### src/fsp_regs.svh
// Purpose: register indices, field positions and codes of the flash
//          self-program controller
// Assumes: included by its bare name
// Notes:   register indices select on the core's register port
`ifndef FSP_REGS_SVH
`define FSP_REGS_SVH
// register indices on the core's register port
`define FSP_REG_CTRL 3'h0
`define FSP_REG_KEY 3'h1
`define FSP_REG_ADRL 3'h2
`define FSP_REG_ADRU 3'h3
`define FSP_REG_SRCL 3'h4
`define FSP_REG_SRCH 3'h5
`define FSP_REG_PAGE 3'h6
// control register field positions
`define FSP_CTRL_START 15
`define FSP_CTRL_ENABLE 14
`define FSP_CTRL_ERR 13
`define FSP_CTRL_FMT 9
// operation select codes
`define FSP_OP_DWORD 4'h1
`define FSP_OP_ROW 4'h2
`define FSP_OP_PAGE 4'h3
`define FSP_OP_BULK 4'he
// unlock key values
`define FSP_KEY_FIRST 16'h0055
`define FSP_KEY_SECOND 16'h00aa
// flash geometry in program address units, and double-word pairs per row
`define FSP_ROW_UNITS 24'h000100
`define FSP_PAGE_UNITS 24'h000800
`define FSP_DWORD_UNITS 24'h000004
`define FSP_ROW_PAIRS 7'h40
// control value after reset
`define FSP_CTRL_RESET 16'h0000
`endif

### src/fsp_pkg.sv
// Purpose: shared types of the flash self-program controller
// Assumes: nothing
// Notes:   constants live in fsp_regs.svh
package fsp_pkg;
  // request kinds on the core link
  typedef enum logic [1:0] {REQ_TBL_RD, REQ_TBL_WR, REQ_REG_WR, REQ_REG_RD}
    fsp_req_t;
  // commands to the flash array
  typedef enum logic [2:0] {FL_READ, FL_PROG, FL_ERASE_PAGE, FL_ERASE_ALL}
    fsp_fcmd_t;
  // user commands of the core end
  typedef enum logic [2:0] {UC_TBL_RD, UC_TBL_WR, UC_REG_WR, UC_REG_RD,
    UC_START} fsp_ucmd_t;
endpackage

### src/fsp_if.sv
// Purpose: link between processor core and flash self-program controller
// Assumes: one clock shared by both ends
// Notes:   one request outstanding at a time
`timescale 1ns/1ns
`default_nettype none
interface fsp_if;
  logic                req;       // request held until taken
  fsp_pkg::fsp_req_t   kind;      // request kind
  logic                high;      // table access to bits 23..16
  logic                byte_mode; // byte access, addr[0] selects byte
  logic [2:0]          sel;       // register index
  logic [15:0]         addr;      // effective address
  logic [15:0]         wdata;     // write data
  logic                stall;     // controller busy, core must wait
  logic                ack;       // one-cycle answer pulse
  logic [15:0]         rdata;     // read data, valid with ack
  logic                done_irq;  // one-cycle pulse on good completion
  modport dev (input req, kind, high, byte_mode, sel, addr, wdata,
               output stall, ack, rdata, done_irq);
  modport core (output req, kind, high, byte_mode, sel, addr, wdata,
                input stall, ack, rdata, done_irq);
endinterface
`default_nettype wire

### src/fsp_ctrl.sv
// Purpose: flash self-program controller, device end of the core link
// Assumes: flash array answers each request with one fl_done pulse
// Notes:   row data comes from ram through a request/ack read port
`timescale 1ns/1ns
`default_nettype none
`include "fsp_regs.svh"
// How it works
// - word low read returns bits 15..0
// - byte low read picks byte by select
// - word high read: bits 23..16, upper zero
// - byte high read: upper byte or zero
// - table address is page byte plus ea
// - low reaches 15..0, high 23..16, both modes
// - rows 128 instructions, pages 1024 instructions
// - erase and row blocks edge aligned
// - row 256 units, page 2048 units
// - row fetch from ram, addresses advance
// - format bit picks compressed ram layout
// - core loads two latches before double-word
// - completion pulse on good finish
// - start bit starts, clears when done
// - start needs 0x55 then 0xaa keys
// - core stalled while operation runs
// - core polls start bit until zero
// - two idle instructions after start
// - core erases page before writing
// - operation select codes, others reserved
// - enable bit gates every operation
// - improper start sets error flag
// - upper and lower target registers concatenate
module fsp_ctrl (
  // system
  input  wire logic               clk,
  input  wire logic               reset,
  // core link
  fsp_if.dev                      bus,
  // flash array
  output logic                    fl_req,
  output fsp_pkg::fsp_fcmd_t      fl_cmd,
  output logic [23:0]             fl_addr,
  output logic [23:0]             fl_wdata,
  input  wire logic [23:0]        fl_rdata,
  input  wire logic               fl_done,
  // row data ram
  output logic                    ram_req,
  output logic [23:0]             ram_addr,
  input  wire logic [15:0]        ram_rdata,
  input  wire logic               ram_ack
);
  typedef enum logic [2:0] {ST_IDLE, ST_TRD, ST_ERASE, ST_FETCH, ST_PROG}
    fsp_state_t;
  typedef enum logic [1:0] {KEY_NONE, KEY_HALF, KEY_OPEN} fsp_key_t;

  fsp_state_t  state, next_state;       // sequencer state
  fsp_key_t    key, next_key;           // unlock progress
  logic [7:0]  page, next_page;         // table page register
  logic        start, next_start;       // start bit
  logic        enable, next_enable;     // program enable bit
  logic        err, next_err;           // sequence error flag
  logic        fmt, next_fmt;           // row data format bit
  logic [3:0]  op, next_op;             // operation select field
  logic [23:0] adr, next_adr;           // flash target address
  logic [23:0] src, next_src;           // row source ram address
  logic [23:0] lat0, next_lat0;         // first write latch
  logic [23:0] lat1, next_lat1;         // second write latch
  logic        slot, next_slot;         // latch being programmed
  logic [1:0]  wcnt, next_wcnt;         // ram word within a pair
  logic [6:0]  pairs, next_pairs;       // pairs left in the row
  logic        rd_high, next_rd_high;   // captured read shape
  logic        rd_byte, next_rd_byte;
  logic        rd_sel, next_rd_sel;
  logic        ack, next_ack;
  logic [15:0] rdata, next_rdata;
  logic        done, next_done;
  logic        next_fl_req, next_ram_req;
  fsp_pkg::fsp_fcmd_t next_fl_cmd;
  logic [23:0] next_fl_addr, next_fl_wdata;
  logic [23:0] tbl_addr;                // 24-bit table target
  logic [23:0] wlat;                    // latch picked by table write
  logic [1:0]  last_word;               // final ram word of a pair
  logic        op_ok;                   // operation code implemented

  // map a program word onto the 16-bit table read result
  function automatic logic [15:0] map_read(input logic [23:0] w,
    input logic hi, input logic by, input logic bs);
    logic [15:0] r;
    r = 16'h0000;
    if (!hi && !by) begin
      r = w[15:0];
    end else if (!hi) begin
      r = {8'h00, bs ? w[15:8] : w[7:0]};
    end else if (!by) begin
      r = {8'h00, w[23:16]};
    end else begin
      r = {8'h00, bs ? 8'h00 : w[23:16]};
    end
    return r;
  endfunction

  // link handshake outputs
  // stall while busy
  assign bus.stall    = (state != ST_IDLE);
  assign bus.ack      = ack;
  assign bus.rdata    = rdata;
  assign bus.done_irq = done;
  assign ram_addr     = src;

  // next-state logic of the whole controller
  always_comb begin
    next_state = state; next_key = key; next_page = page;
    next_start = start; next_enable = enable; next_err = err;
    next_fmt = fmt; next_op = op; next_adr = adr; next_src = src;
    next_lat0 = lat0; next_lat1 = lat1; next_slot = slot;
    next_wcnt = wcnt; next_pairs = pairs; next_rd_high = rd_high;
    next_rd_byte = rd_byte; next_rd_sel = rd_sel; next_ack = 1'b0;
    next_rdata = rdata; next_done = 1'b0; next_fl_req = fl_req;
    next_fl_cmd = fl_cmd; next_fl_addr = fl_addr;
    next_fl_wdata = fl_wdata; next_ram_req = ram_req;
    tbl_addr = {page, bus.addr};
    wlat = tbl_addr[1] ? lat1 : lat0;
    last_word = fmt ? 2'd2 : 2'd3;
    op_ok = (bus.wdata[3:0] == `FSP_OP_DWORD) ||
            (bus.wdata[3:0] == `FSP_OP_ROW) ||
            (bus.wdata[3:0] == `FSP_OP_PAGE) ||
            (bus.wdata[3:0] == `FSP_OP_BULK);
    unique case (state)
      ST_IDLE: if (bus.req) begin
        next_ack = 1'b1;
        // any other write drops unlock, reads keep it
        if (bus.kind == fsp_pkg::REQ_TBL_WR ||
            bus.kind == fsp_pkg::REQ_REG_WR) next_key = KEY_NONE;
        unique case (bus.kind)
          fsp_pkg::REQ_TBL_RD: begin
            // answer waits for the array read
            next_ack = 1'b0;
            next_rd_high = bus.high;
            next_rd_byte = bus.byte_mode;
            next_rd_sel = bus.addr[0];
            next_fl_req = 1'b1;
            next_fl_cmd = fsp_pkg::FL_READ;
            next_fl_addr = {tbl_addr[23:1], 1'b0};
            next_state = ST_TRD;
          end
          fsp_pkg::REQ_TBL_WR: begin
            // low 15..0, high 23..16, word or byte
            if (bus.high && (!bus.byte_mode || !bus.addr[0]))
              wlat[23:16] = bus.wdata[7:0];
            else if (!bus.high && !bus.byte_mode)
              wlat[15:0] = bus.wdata;
            else if (!bus.high && bus.addr[0])
              wlat[15:8] = bus.wdata[7:0];
            else if (!bus.high)
              wlat[7:0] = bus.wdata[7:0];
            if (tbl_addr[1]) next_lat1 = wlat;
            else next_lat0 = wlat;
          end
          fsp_pkg::REQ_REG_RD: begin
            unique case (bus.sel)
              `FSP_REG_CTRL: next_rdata = {start, enable, err, 3'b000,
                fmt, 5'b00000, op};
              `FSP_REG_ADRL: next_rdata = adr[15:0];
              `FSP_REG_ADRU: next_rdata = {8'h00, adr[23:16]};
              `FSP_REG_SRCL: next_rdata = src[15:0];
              `FSP_REG_SRCH: next_rdata = {8'h00, src[23:16]};
              `FSP_REG_PAGE: next_rdata = {8'h00, page};
              default: next_rdata = 16'h0000;
            endcase
          end
          fsp_pkg::REQ_REG_WR: begin
            unique case (bus.sel)
              `FSP_REG_KEY: begin
                // first and second key in a row
                if (bus.wdata == `FSP_KEY_FIRST) next_key = KEY_HALF;
                else if (bus.wdata == `FSP_KEY_SECOND && key == KEY_HALF)
                  next_key = KEY_OPEN;
              end
              `FSP_REG_ADRL: next_adr[15:0] = bus.wdata;
              `FSP_REG_ADRU: next_adr[23:16] = bus.wdata[7:0];
              `FSP_REG_SRCL: next_src[15:0] = bus.wdata;
              `FSP_REG_SRCH: next_src[23:16] = bus.wdata[7:0];
              `FSP_REG_PAGE: next_page = bus.wdata[7:0];
              `FSP_REG_CTRL: begin
                next_enable = bus.wdata[`FSP_CTRL_ENABLE];
                next_err = bus.wdata[`FSP_CTRL_ERR];
                next_fmt = bus.wdata[`FSP_CTRL_FMT];
                next_op = bus.wdata[3:0];
                if (bus.wdata[`FSP_CTRL_START]) begin
                  if (key != KEY_OPEN || !bus.wdata[`FSP_CTRL_ENABLE] ||
                      !op_ok) begin
                    next_err = 1'b1;
                  end else begin
                    next_start = 1'b1;
                    next_fl_req = 1'b1;
                    unique case (bus.wdata[3:0])
                      `FSP_OP_PAGE: begin
                        next_fl_cmd = fsp_pkg::FL_ERASE_PAGE;
                        next_fl_addr = adr & ~(`FSP_PAGE_UNITS - 24'h1);
                        next_state = ST_ERASE;
                      end
                      `FSP_OP_BULK: begin
                        next_fl_cmd = fsp_pkg::FL_ERASE_ALL;
                        next_fl_addr = adr;
                        next_state = ST_ERASE;
                      end
                      `FSP_OP_ROW: begin
                        next_adr = adr & ~(`FSP_ROW_UNITS - 24'h1);
                        next_pairs = `FSP_ROW_PAIRS - 7'h1;
                        next_wcnt = 2'd0;
                        next_fl_req = 1'b0;
                        next_ram_req = 1'b1;
                        next_state = ST_FETCH;
                      end
                      default: begin
                        // double-word on a four-unit boundary
                        next_adr = adr & ~(`FSP_DWORD_UNITS - 24'h1);
                        next_fl_cmd = fsp_pkg::FL_PROG;
                        next_fl_addr = next_adr;
                        next_fl_wdata = lat0;
                        next_slot = 1'b0;
                        next_pairs = 7'h00;
                        next_state = ST_PROG;
                      end
                    endcase
                  end
                end
              end
              default: ;
            endcase
          end
        endcase
      end
      ST_TRD: if (fl_done) begin
        next_fl_req = 1'b0;
        next_rdata = map_read(fl_rdata, rd_high, rd_byte, rd_sel);
        next_ack = 1'b1;
        next_state = ST_IDLE;
      end
      ST_ERASE: if (fl_done) begin
        next_fl_req = 1'b0;
        next_start = 1'b0;
        next_done = 1'b1;
        next_state = ST_IDLE;
      end
      ST_FETCH: if (ram_ack) begin
        next_src = src + 24'h2;
        unique case (wcnt)
          2'd0: next_lat0[15:0] = ram_rdata;
          2'd1: begin
            next_lat0[23:16] = ram_rdata[7:0];
            if (fmt) next_lat1[23:16] = ram_rdata[15:8];
          end
          2'd2: if (fmt) next_lat1[15:0] = ram_rdata;
            else next_lat1[15:0] = ram_rdata;
          default: next_lat1[23:16] = ram_rdata[7:0];
        endcase
        if (wcnt == last_word) begin
          next_ram_req = 1'b0;
          next_slot = 1'b0;
          next_fl_req = 1'b1;
          next_fl_cmd = fsp_pkg::FL_PROG;
          next_fl_addr = adr;
          next_fl_wdata = next_lat0;
          next_state = ST_PROG;
        end else begin
          next_wcnt = wcnt + 2'd1;
        end
      end
      default: if (fl_done) begin
        next_adr = adr + 24'h2;
        if (!slot) begin
          next_slot = 1'b1;
          next_fl_addr = adr + 24'h2;
          next_fl_wdata = lat1;
        end else if (pairs != 7'h00) begin
          next_fl_req = 1'b0;
          next_pairs = pairs - 7'h1;
          next_wcnt = 2'd0;
          next_ram_req = 1'b1;
          next_state = ST_FETCH;
        end else begin
          next_fl_req = 1'b0;
          next_start = 1'b0;
          next_done = 1'b1;
          next_state = ST_IDLE;
        end
      end
    endcase
  end

  // state registers, all cleared by reset except the write latches, set to ffffff
  always_ff @(posedge clk) begin
    if (reset) begin
      state <= ST_IDLE; key <= KEY_NONE; page <= 8'h00;
      {start, enable, err} <= 3'b000; fmt <= 1'b0; op <= 4'h0;
      adr <= 24'h000000; src <= 24'h000000;
      lat0 <= 24'hffffff; lat1 <= 24'hffffff;
      slot <= 1'b0; wcnt <= 2'd0; pairs <= 7'h00;
      {rd_high, rd_byte, rd_sel} <= 3'b000;
      ack <= 1'b0; rdata <= 16'h0000; done <= 1'b0;
      fl_req <= 1'b0; fl_cmd <= fsp_pkg::FL_READ;
      fl_addr <= 24'h000000; fl_wdata <= 24'h000000; ram_req <= 1'b0;
    end else begin
      state <= next_state; key <= next_key; page <= next_page;
      start <= next_start; enable <= next_enable; err <= next_err;
      fmt <= next_fmt; op <= next_op; adr <= next_adr; src <= next_src;
      lat0 <= next_lat0; lat1 <= next_lat1; slot <= next_slot;
      wcnt <= next_wcnt; pairs <= next_pairs; rd_high <= next_rd_high;
      rd_byte <= next_rd_byte; rd_sel <= next_rd_sel; ack <= next_ack;
      rdata <= next_rdata; done <= next_done; fl_req <= next_fl_req;
      fl_cmd <= next_fl_cmd; fl_addr <= next_fl_addr;
      fl_wdata <= next_fl_wdata; ram_req <= next_ram_req;
    end
  end
endmodule
`default_nettype wire

### src/flat_wrapper.sv
// flat-port wrapper written by rule: the top's interface ports become plain ports
module fsp_ctrl_flat 
  (clk, reset, fl_req, fl_cmd, fl_addr, fl_wdata, fl_rdata, fl_done, ram_req, ram_addr, ram_rdata, ram_ack, bus_req, bus_kind, bus_high, bus_byte_mode, bus_sel, bus_addr, bus_wdata, bus_stall, bus_ack, bus_rdata, bus_done_irq);
  fsp_if bus_i ();
  input  wire logic clk;
  input  wire logic reset;
  output logic fl_req;
  output fsp_pkg::fsp_fcmd_t fl_cmd;
  output logic [23:0] fl_addr;
  output logic [23:0] fl_wdata;
  input  wire logic [23:0] fl_rdata;
  input  wire logic fl_done;
  output logic ram_req;
  output logic [23:0] ram_addr;
  input  wire logic [15:0] ram_rdata;
  input  wire logic ram_ack;
  input wire logic [$bits(bus_i.req)-1:0] bus_req;
  input wire logic [$bits(bus_i.kind)-1:0] bus_kind;
  input wire logic [$bits(bus_i.high)-1:0] bus_high;
  input wire logic [$bits(bus_i.byte_mode)-1:0] bus_byte_mode;
  input wire logic [$bits(bus_i.sel)-1:0] bus_sel;
  input wire logic [$bits(bus_i.addr)-1:0] bus_addr;
  input wire logic [$bits(bus_i.wdata)-1:0] bus_wdata;
  output wire logic [$bits(bus_i.stall)-1:0] bus_stall;
  output wire logic [$bits(bus_i.ack)-1:0] bus_ack;
  output wire logic [$bits(bus_i.rdata)-1:0] bus_rdata;
  output wire logic [$bits(bus_i.done_irq)-1:0] bus_done_irq;
  assign bus_i.req = bus_req;
  assign bus_i.kind = bus_kind;
  assign bus_i.high = bus_high;
  assign bus_i.byte_mode = bus_byte_mode;
  assign bus_i.sel = bus_sel;
  assign bus_i.addr = bus_addr;
  assign bus_i.wdata = bus_wdata;
  assign bus_stall = bus_i.stall;
  assign bus_ack = bus_i.ack;
  assign bus_rdata = bus_i.rdata;
  assign bus_done_irq = bus_i.done_irq;
  fsp_ctrl u_core (.clk(clk), .reset(reset), .bus(bus_i), .fl_req(fl_req), .fl_cmd(fl_cmd), .fl_addr(fl_addr), .fl_wdata(fl_wdata), .fl_rdata(fl_rdata), .fl_done(fl_done), .ram_req(ram_req), .ram_addr(ram_addr), .ram_rdata(ram_rdata), .ram_ack(ram_ack));
endmodule
### config.mk
export PLATFORM = sky130hd
export DESIGN_NAME = fsp_ctrl_flat
export DESIGN_NICKNAME = d
export VERILOG_FILES = /design/src/fsp_pkg.sv /design/src/fsp_if.sv /design/src/fsp_ctrl.sv /design/src/flat_wrapper.sv
export VERILOG_INCLUDE_DIRS = /design/src
export SDC_FILE = /design/constraint.sdc
export NUM_CORES = 1
export LEC_CHECK = 0
export BUFFER_PORTS_ARGS = -buffer_cell sky130_fd_sc_hd__buf_2
export CAP_MARGIN = 20
export CORE_ASPECT_RATIO = 0.5
export CORE_UTILIZATION = 50
export DETAILED_ROUTE_END_ITERATION = 8
export PLACE_DENSITY = 0.71
export RECOVER_POWER = 100
export SYNTH_ARGS = -nofsm -noshare
export SYNTH_HDL_FRONTEND = slang
export SYNTH_SLANG_ARGS = --single-unit
### constraint.sdc
create_clock -name clk -period 2.9 [get_ports clk]
set_input_delay 0.29 -clock clk [delete_from_list [all_inputs] [get_ports clk]]
set_output_delay 0.29 -clock clk [all_outputs]
set_load 0.05 [all_outputs]
==> run metrics, run 1 <==
Mapped Cells 1,553; R2R depth 6; Worst Path Arrival 3.12 ns; RePlAce Congestion 0.991; post-DP HPWL 33,900 µm; post-synthesis adder-cell area fraction 1.10%; area growth from synthesis to layout 12.0%; Global Route Usage Sum 36.8%; mux share of post-synthesis cell area 6.21%; Final min period 2.80 ns; cell area after layout 14,000 µm²; Crit. End Element flip-flop; Least-Margin Pin Slew 1.11 ns; most used flip-flop cell after synthesis dfxtp_1; critical path endpoint u_core.adr[13]; WS Path Type flip-flop to flip-flop; CTS H-tree depth 4; Die Wd 226 µm; row cnt 40; r2r endpoint u_core.adr[13]; pin count of the biggest net entering global routing 83; Post-DP Area 13,700 µm²; Layout Cells excl Fill 2,002; max frequency 0.357 GHz; clk_lat worst skew 0.46 ns; largest family of logic cells by synthesized area compound AO/OA/AOI/OAI gates; hold buffers post-CTS 0; Reg-to-Reg Start u_core.state[0]; setup_tns 0 ns; Worst EP required 3.22 ns; most area-hungry cell type in the Yosys netlist dfxtp_1; core area 24,300 µm²; dpl ws 0.336 ns; DRC 0; GRT Residual Overflow 0; number of global-route vias before repair 12,705; CTS clk-pin slew, worst paths 0.08 ns; Vias 14,030; DIE HEIGHT 114 µm; WL per Instance 24.0 µm; Final Hold Viols 0; crit path launch type flip-flop; xor and xnor area share after synthesis 0.280%; final WL 48,000 µm; CTS tree built; clock root cell clkbuf_16; Hold Crit Class input pin to flip-flop; post-CTS sizing 0; Starting Density 51.6%; dpl cells 1,971; router iterations before antenna repair 7; Final ANT Viol Nets 0; register bit total from synthesis 200; worst slew margin relative to its limit 25.6%; clk buf depth 2; Simple-Gate Fraction of Synth Area 19.4%; post-synthesis sequential area ratio 32.0%; FFs w/ async S/R, synth 0%; CP Launch Point u_core.state[0]; RSZ-0062 raised after global routing no; die area 25,700 µm²; Synth Area in Compound Gates 34.7%; mapped cell area 12,500 µm²; synthesized area per cell 8.06 µm²; cts bufs inserted 17; CP Max Fanout 10; Max Cap Violations 0; Leakage 5.23 nW; Worst Slack Setup Final 0.102 ns; synth warn 0; Tcrit/Tclk final 96.5%; average via count per standard cell 7.01; PortBufs 178; Setup-failing EPs final 0; EDFF count, synth 0; Yosys cell types 95; Nets 1,749; top cells by count, synth 200 x dfxtp_1, 121 x nor2_1, 120 x a21oi_1; pwr dens 1110 nW/µm²; area share of the largest cell type after synthesis 32.0%; first-pass GRT wire length 73,100 µm; status finished, final reports clean; Reg2Reg Setup Slack 0.10 ns; diode count 0; Iter 0 DRT Violations 1,912; Synth Net Count 1,648; count leader, synth dfxtp_1; I/O pin cnt 180; initial antenna violation count 2; maximum VDD drop 0.535 mV; Synth area leaders dfxtp_1 32%, mux2i_1 5.0%, a21oi_1 4.8%; share of cells above drive strength 1 12.9%; max-slew violations 0; Final Skew 0.00824 ns; # Post-CTS Setup Buffers 0; Clock Sinks 200
## layout by cell type (no fill, tap or decap), types with 55 or more instances in the layout
cell	count
nor2_1	120
o21ai_0	87
clkbuf_1	100
nand2_1	116
a21oi_1	120
mux2i_1	63
buf_4	55
buf_2	83
dfxtp_1	200
a31oi_1	62
a211oi_1	71
## sequential cells by signal (all words and copies together) (netlist names), 2 cells and up
signal / cells
u_core.adr: 24
u_core.key: 2
u_core.lat0: 24
u_core.wcnt: 2
u_core.ram_addr: 24
u_core.lat1: 24
u_core.fl_wdata: 24
u_core.pairs: 7
u_core.state: 3
u_core.page: 8
u_core.bus.rdata: 16
u_core.op: 4
u_core.fl_addr: 24
u_core.fl_cmd: 2
## how the worst min path moves through the flow
stage	slack, ns	startpoint	depth (start not counted)	endpoint
after floorplan	0.43	bus_wdata[14]	2	u_core.enable
after global placement	0.45	u_core.fl_req	2	u_core.fl_req
after global routing	0.11	bus_addr[14]	3	u_core.fl_addr[14]
after CTS	0.08	bus_addr[14]	3	u_core.fl_addr[14]
final	0.10	bus_addr[14]	3	u_core.fl_addr[14]
after detailed placement	0.45	u_core.fl_req	2	u_core.fl_req
## layer usage
| metal | part of all wire [%] | up-vias | GRT usage [%] |
|---|---|---|---|
| met5 | 0.015 | - | 0 |
| met4 | 3.9 | 2 | 16.6 |
| met3 | 11 | 165 | 8.86 |
| met2 | 43 | 908 | 54.7 |
| met1 | 42 | 6745 | 50.4 |
| li1 | - | 6210 | - |
## power breakdown
| part | total, W | internal, W | switching, W |
|---|---|---|---|
| logic | 0.00886 | 0.00267 | 0.00619 |
| registers | 0.00434 | 0.00354 | 0.000805 |
| clock network | 0.00239 | 0.00121 | 0.00118 |
## cell type report
type / instances / area, µm²
clock buffers: 18 / 439
clock inverters: 13 / 125
fillers: 2323 / 10300
inverters: 28 / 105
multi-input cells: 1164 / 7670
flip-flops and latches: 200 / 4000
well taps: 336 / 420
repair buffers: 243 / 1260
## kinds of logic after synthesis
kind of cell | count (synthesis)
AO/OA/AOI/OAI | 616
AND/OR/NAND/NOR | 459
flip-flops | 200
buffers and inverters | 189
multiplexers | 73
adder cells (fa/ha/maj) | 11
XOR/XNOR | 4
other | 1
## through the flow
stage	power, W	util (%)	hold slack, ns
3_3_place_gp	0.0130	56.3	0.445
5_1_grt	0.0163	57.8	0.107
2_1_floorplan	0.0107	-	0.434
4_1_cts	0.0156	58.6	0.0830
3_5_place_dp	0.0132	56.3	0.453
6_report	0.0156	57.8	0.100
## worst max-delay path, stage by stage (launching register included)
cell      delay (ns)
dfxtp_1         0.38
clkbuf_1        0.22
or4b_1          0.71
o21ai_2         0.59
o21ai_1         0.37
a221oi_1        0.31
a211oi_1        0.09
No activity file was read; power rests on OpenSTA's default activity.
==> inputs of run 2 (changes only) <==
--- a/config.mk
+++ b/config.mk
@@ -9,10 +9,13 @@
 export BUFFER_PORTS_ARGS = -buffer_cell sky130_fd_sc_hd__buf_2
 export CAP_MARGIN = 20
 export CORE_ASPECT_RATIO = 0.5
+export CORE_MARGIN = 2
 export CORE_UTILIZATION = 50
+export CTS_BUF_LIST = sky130_fd_sc_hd__clkbuf_8 sky130_fd_sc_hd__clkbuf_16
 export DETAILED_ROUTE_END_ITERATION = 8
 export PLACE_DENSITY = 0.71
 export RECOVER_POWER = 100
+export SETUP_SLACK_MARGIN = 0.2
 export SYNTH_ARGS = -nofsm -noshare
 export SYNTH_HDL_FRONTEND = slang
 export SYNTH_SLANG_ARGS = --single-unit
==> run metrics, run 2 (synthesis gave the netlist of run 1 again) <==
Comb power frac 57.4% (+0.6 points); internal power 0.00729 W (-1.7%); register area 4000 µm² (unchanged); dpl ws 0.290 ns (-0.0464 ns); RSZ-0062 raised after global routing no; worst slew margin relative to its limit 22.9% (-2.7 points); Final Hold Viols 0 (unchanged); Setup-failing EPs final 0 (unchanged); Worst EP required 3.28 ns (+0.06 ns); row cnt 40 (unchanged); footprint of the multi-input gates 7690 µm² (+0.36%); global routing usage on met3 7.19% (-1.7 points); Switching Fraction 53.3% (+0.91 points); Final Skew 0.0119 ns (+0.00367 ns); setup_tns 0 ns (unchanged); post-DP HPWL 34,200 µm (+0.94%); clk buf depth 2 (unchanged); Nets 1,743 (-0.34%); M1 GR Usage 49.2% (-1.2 points); GRT Residual Overflow 0 (unchanged); Clock power frac 15.3% (about the same); CP Max Fanout 17 (+7); Layout Cells excl Fill 1,997 (-0.25%); GRT Max-Usage Layer met2; clock root cell clkbuf_16; Global Route Usage Sum 36.2% (-0.57 points); crit path launch type flip-flop; status finished, final reports clean; met2 usage 56.1% (+1.4 points); pwr dens 1120 nW/µm² (+0.37%); PortBufs 178 (unchanged); Hold Crit Class input pin to flip-flop; Starting Density 51.6% (unchanged); DIE HEIGHT 116 µm (+1.8%); sequential group share of total power 27.4% (-0.5 points); router iterations before antenna repair 6 (-1); max frequency 0.371 GHz (+3.8%); Clock Sinks 200 (unchanged); WL per Instance 24.4 µm (+1.9%); Tcrit/Tclk final 93.0% (-3.5 points); pin count of the biggest net entering global routing 159 (+92%); clk_lat worst skew 0.47 ns (about the same); final WL 48,800 µm (+1.7%); number of global-route vias before repair 12,777 (+0.57%); first-pass GRT wire length 74,900 µm (+2.4%); core area 24,300 µm² (unchanged); Least-Margin Pin Slew 1.16 ns (+0.0478 ns); share of cells above drive strength 1 12.8% (-0.14 points); average via count per standard cell 6.97 (-0.55%); DRC 0 (unchanged); Worst Slack Setup Final 0.204 ns (+0.103 ns); Vias 13,918 (-0.80%); RePlAce Congestion 0.950 (-4.1%); CTS tree built; CTS H-tree depth 4 (unchanged); Psw 0.00833 W (+2.0%); die area 26,400 µm² (+2.7%); most frequent cells in the layout 200 x dfxtp_1, 120 x nor2_1, 120 x a21oi_1, 116 x nand2_1, 100 x clkbuf_1; cts bufs inserted 17 (unchanged); Die Wd 228 µm (+0.89%); WS Path Type flip-flop to flip-flop; max-slew violations 0 (unchanged); Final min period 2.70 ns (-0.103 ns); I/O pin cnt 180 (unchanged); area growth from synthesis to layout 11.9%; fill cell count 2,317 (-0.26%); Crit. End Element flip-flop; diode count 0 (unchanged); Max Cap Violations 0 (unchanged); Iter 0 DRT Violations 2,218 (+16%); Leakage 5.20 nW (-0.59%); dpl cells 1,965 (-0.30%); maximum VDD drop 0.534 mV (-0.13%); most common cell after layout, fill and taps aside dfxtp_1; initial antenna violation count 0 (-2); Final ANT Viol Nets 0 (unchanged); Worst Path Arrival 3.07 ns (-0.05 ns); CTS clk-pin slew, worst paths 0.08 ns (about the same)
-- run 2: cell count changes in the layout (fill, tap and decap cells not counted), sizes merged --
cell | previous run | this run
buf | 140 | 132
bufinv | 1 | 0
clkbuf | 121 | 122
clkinv | 7 | 5
inv | 29 | 34
-- run 2: repair_timing --
item / in CTS / in global routing
setup endpoints to repair: 0 / 3
resized for setup: 0 / 2
hold buffers: 0 / 0
setup buffers: 0 / 0
-- run 2: critical path, stage by stage (launching register included) --
cell	delay (ns)
dfxtp_1	0.41
buf_4	0.27
nand3b_1	0.24
clkbuf_2	0.38
o21ai_1	0.69
a222oi_1	0.31
a211oi_1	0.29
-- run 2: path summary, 6_finish.rpt --
kind | from | to | slack (ns) | cells past startpoint
max | u_core.state[1] | u_core.fl_wdata[23] | 0.20 | 6
min | bus_addr[14] | u_core.fl_addr[14] | 0.10 | 3
max reg2reg | u_core.state[1] | u_core.fl_wdata[23] | 0.20 | 6
min reg2reg | u_core.fl_cmd[1] | u_core.fl_cmd[1] | 0.47 | 2
-- run 2: layout make-up --
cell class                      instances  area share [%]
Tap cell                              336            3.00
Multi-Input combinational cell       1164            55.0
Inverter                               28           0.751
Timing Repair Buffer                  237            8.67
Sequential cell                       200            28.6
Clock buffer                           17            3.04
Clock inverter                         15            1.00
-- run 2: stage by stage --
stage	total power (W)	cell area (µm²)	hold WS, ns	utilization [%]
final	0.0156	14000	0.105	57.7
after global routing	0.0164	14000	0.145	57.7
after CTS	0.0156	14200	0.0840	58.5
after detailed placement	0.0132	13600	0.455	56.1
after global placement	0.0130	13600	0.450	56.1
after floorplan	0.0107	12500	0.434	-
-- run 2: metal layers --
metal  vias to the layer above  part of all wire (%)
met3                       137                    11
met5                         -                     0
li1                       6213                     -
met2                       861                    44
met1                      6707                    42
met4                         0                   3.8
-- run 2: power by group through the flow --
| stage | combinational [W] | clock, W | sequential (W) |
|---|---|---|---|
| 2_1_floorplan | 0.00516 | 0 | 0.00551 |
| 5_1_grt | 0.00953 | 0.00252 | 0.00434 |
| 4_1_cts | 0.00896 | 0.00241 | 0.00423 |
| 3_5_place_dp | 0.00894 | 0 | 0.00428 |
| 6_report | 0.00896 | 0.00239 | 0.00427 |
| 3_3_place_gp | 0.00876 | 0 | 0.00424 |
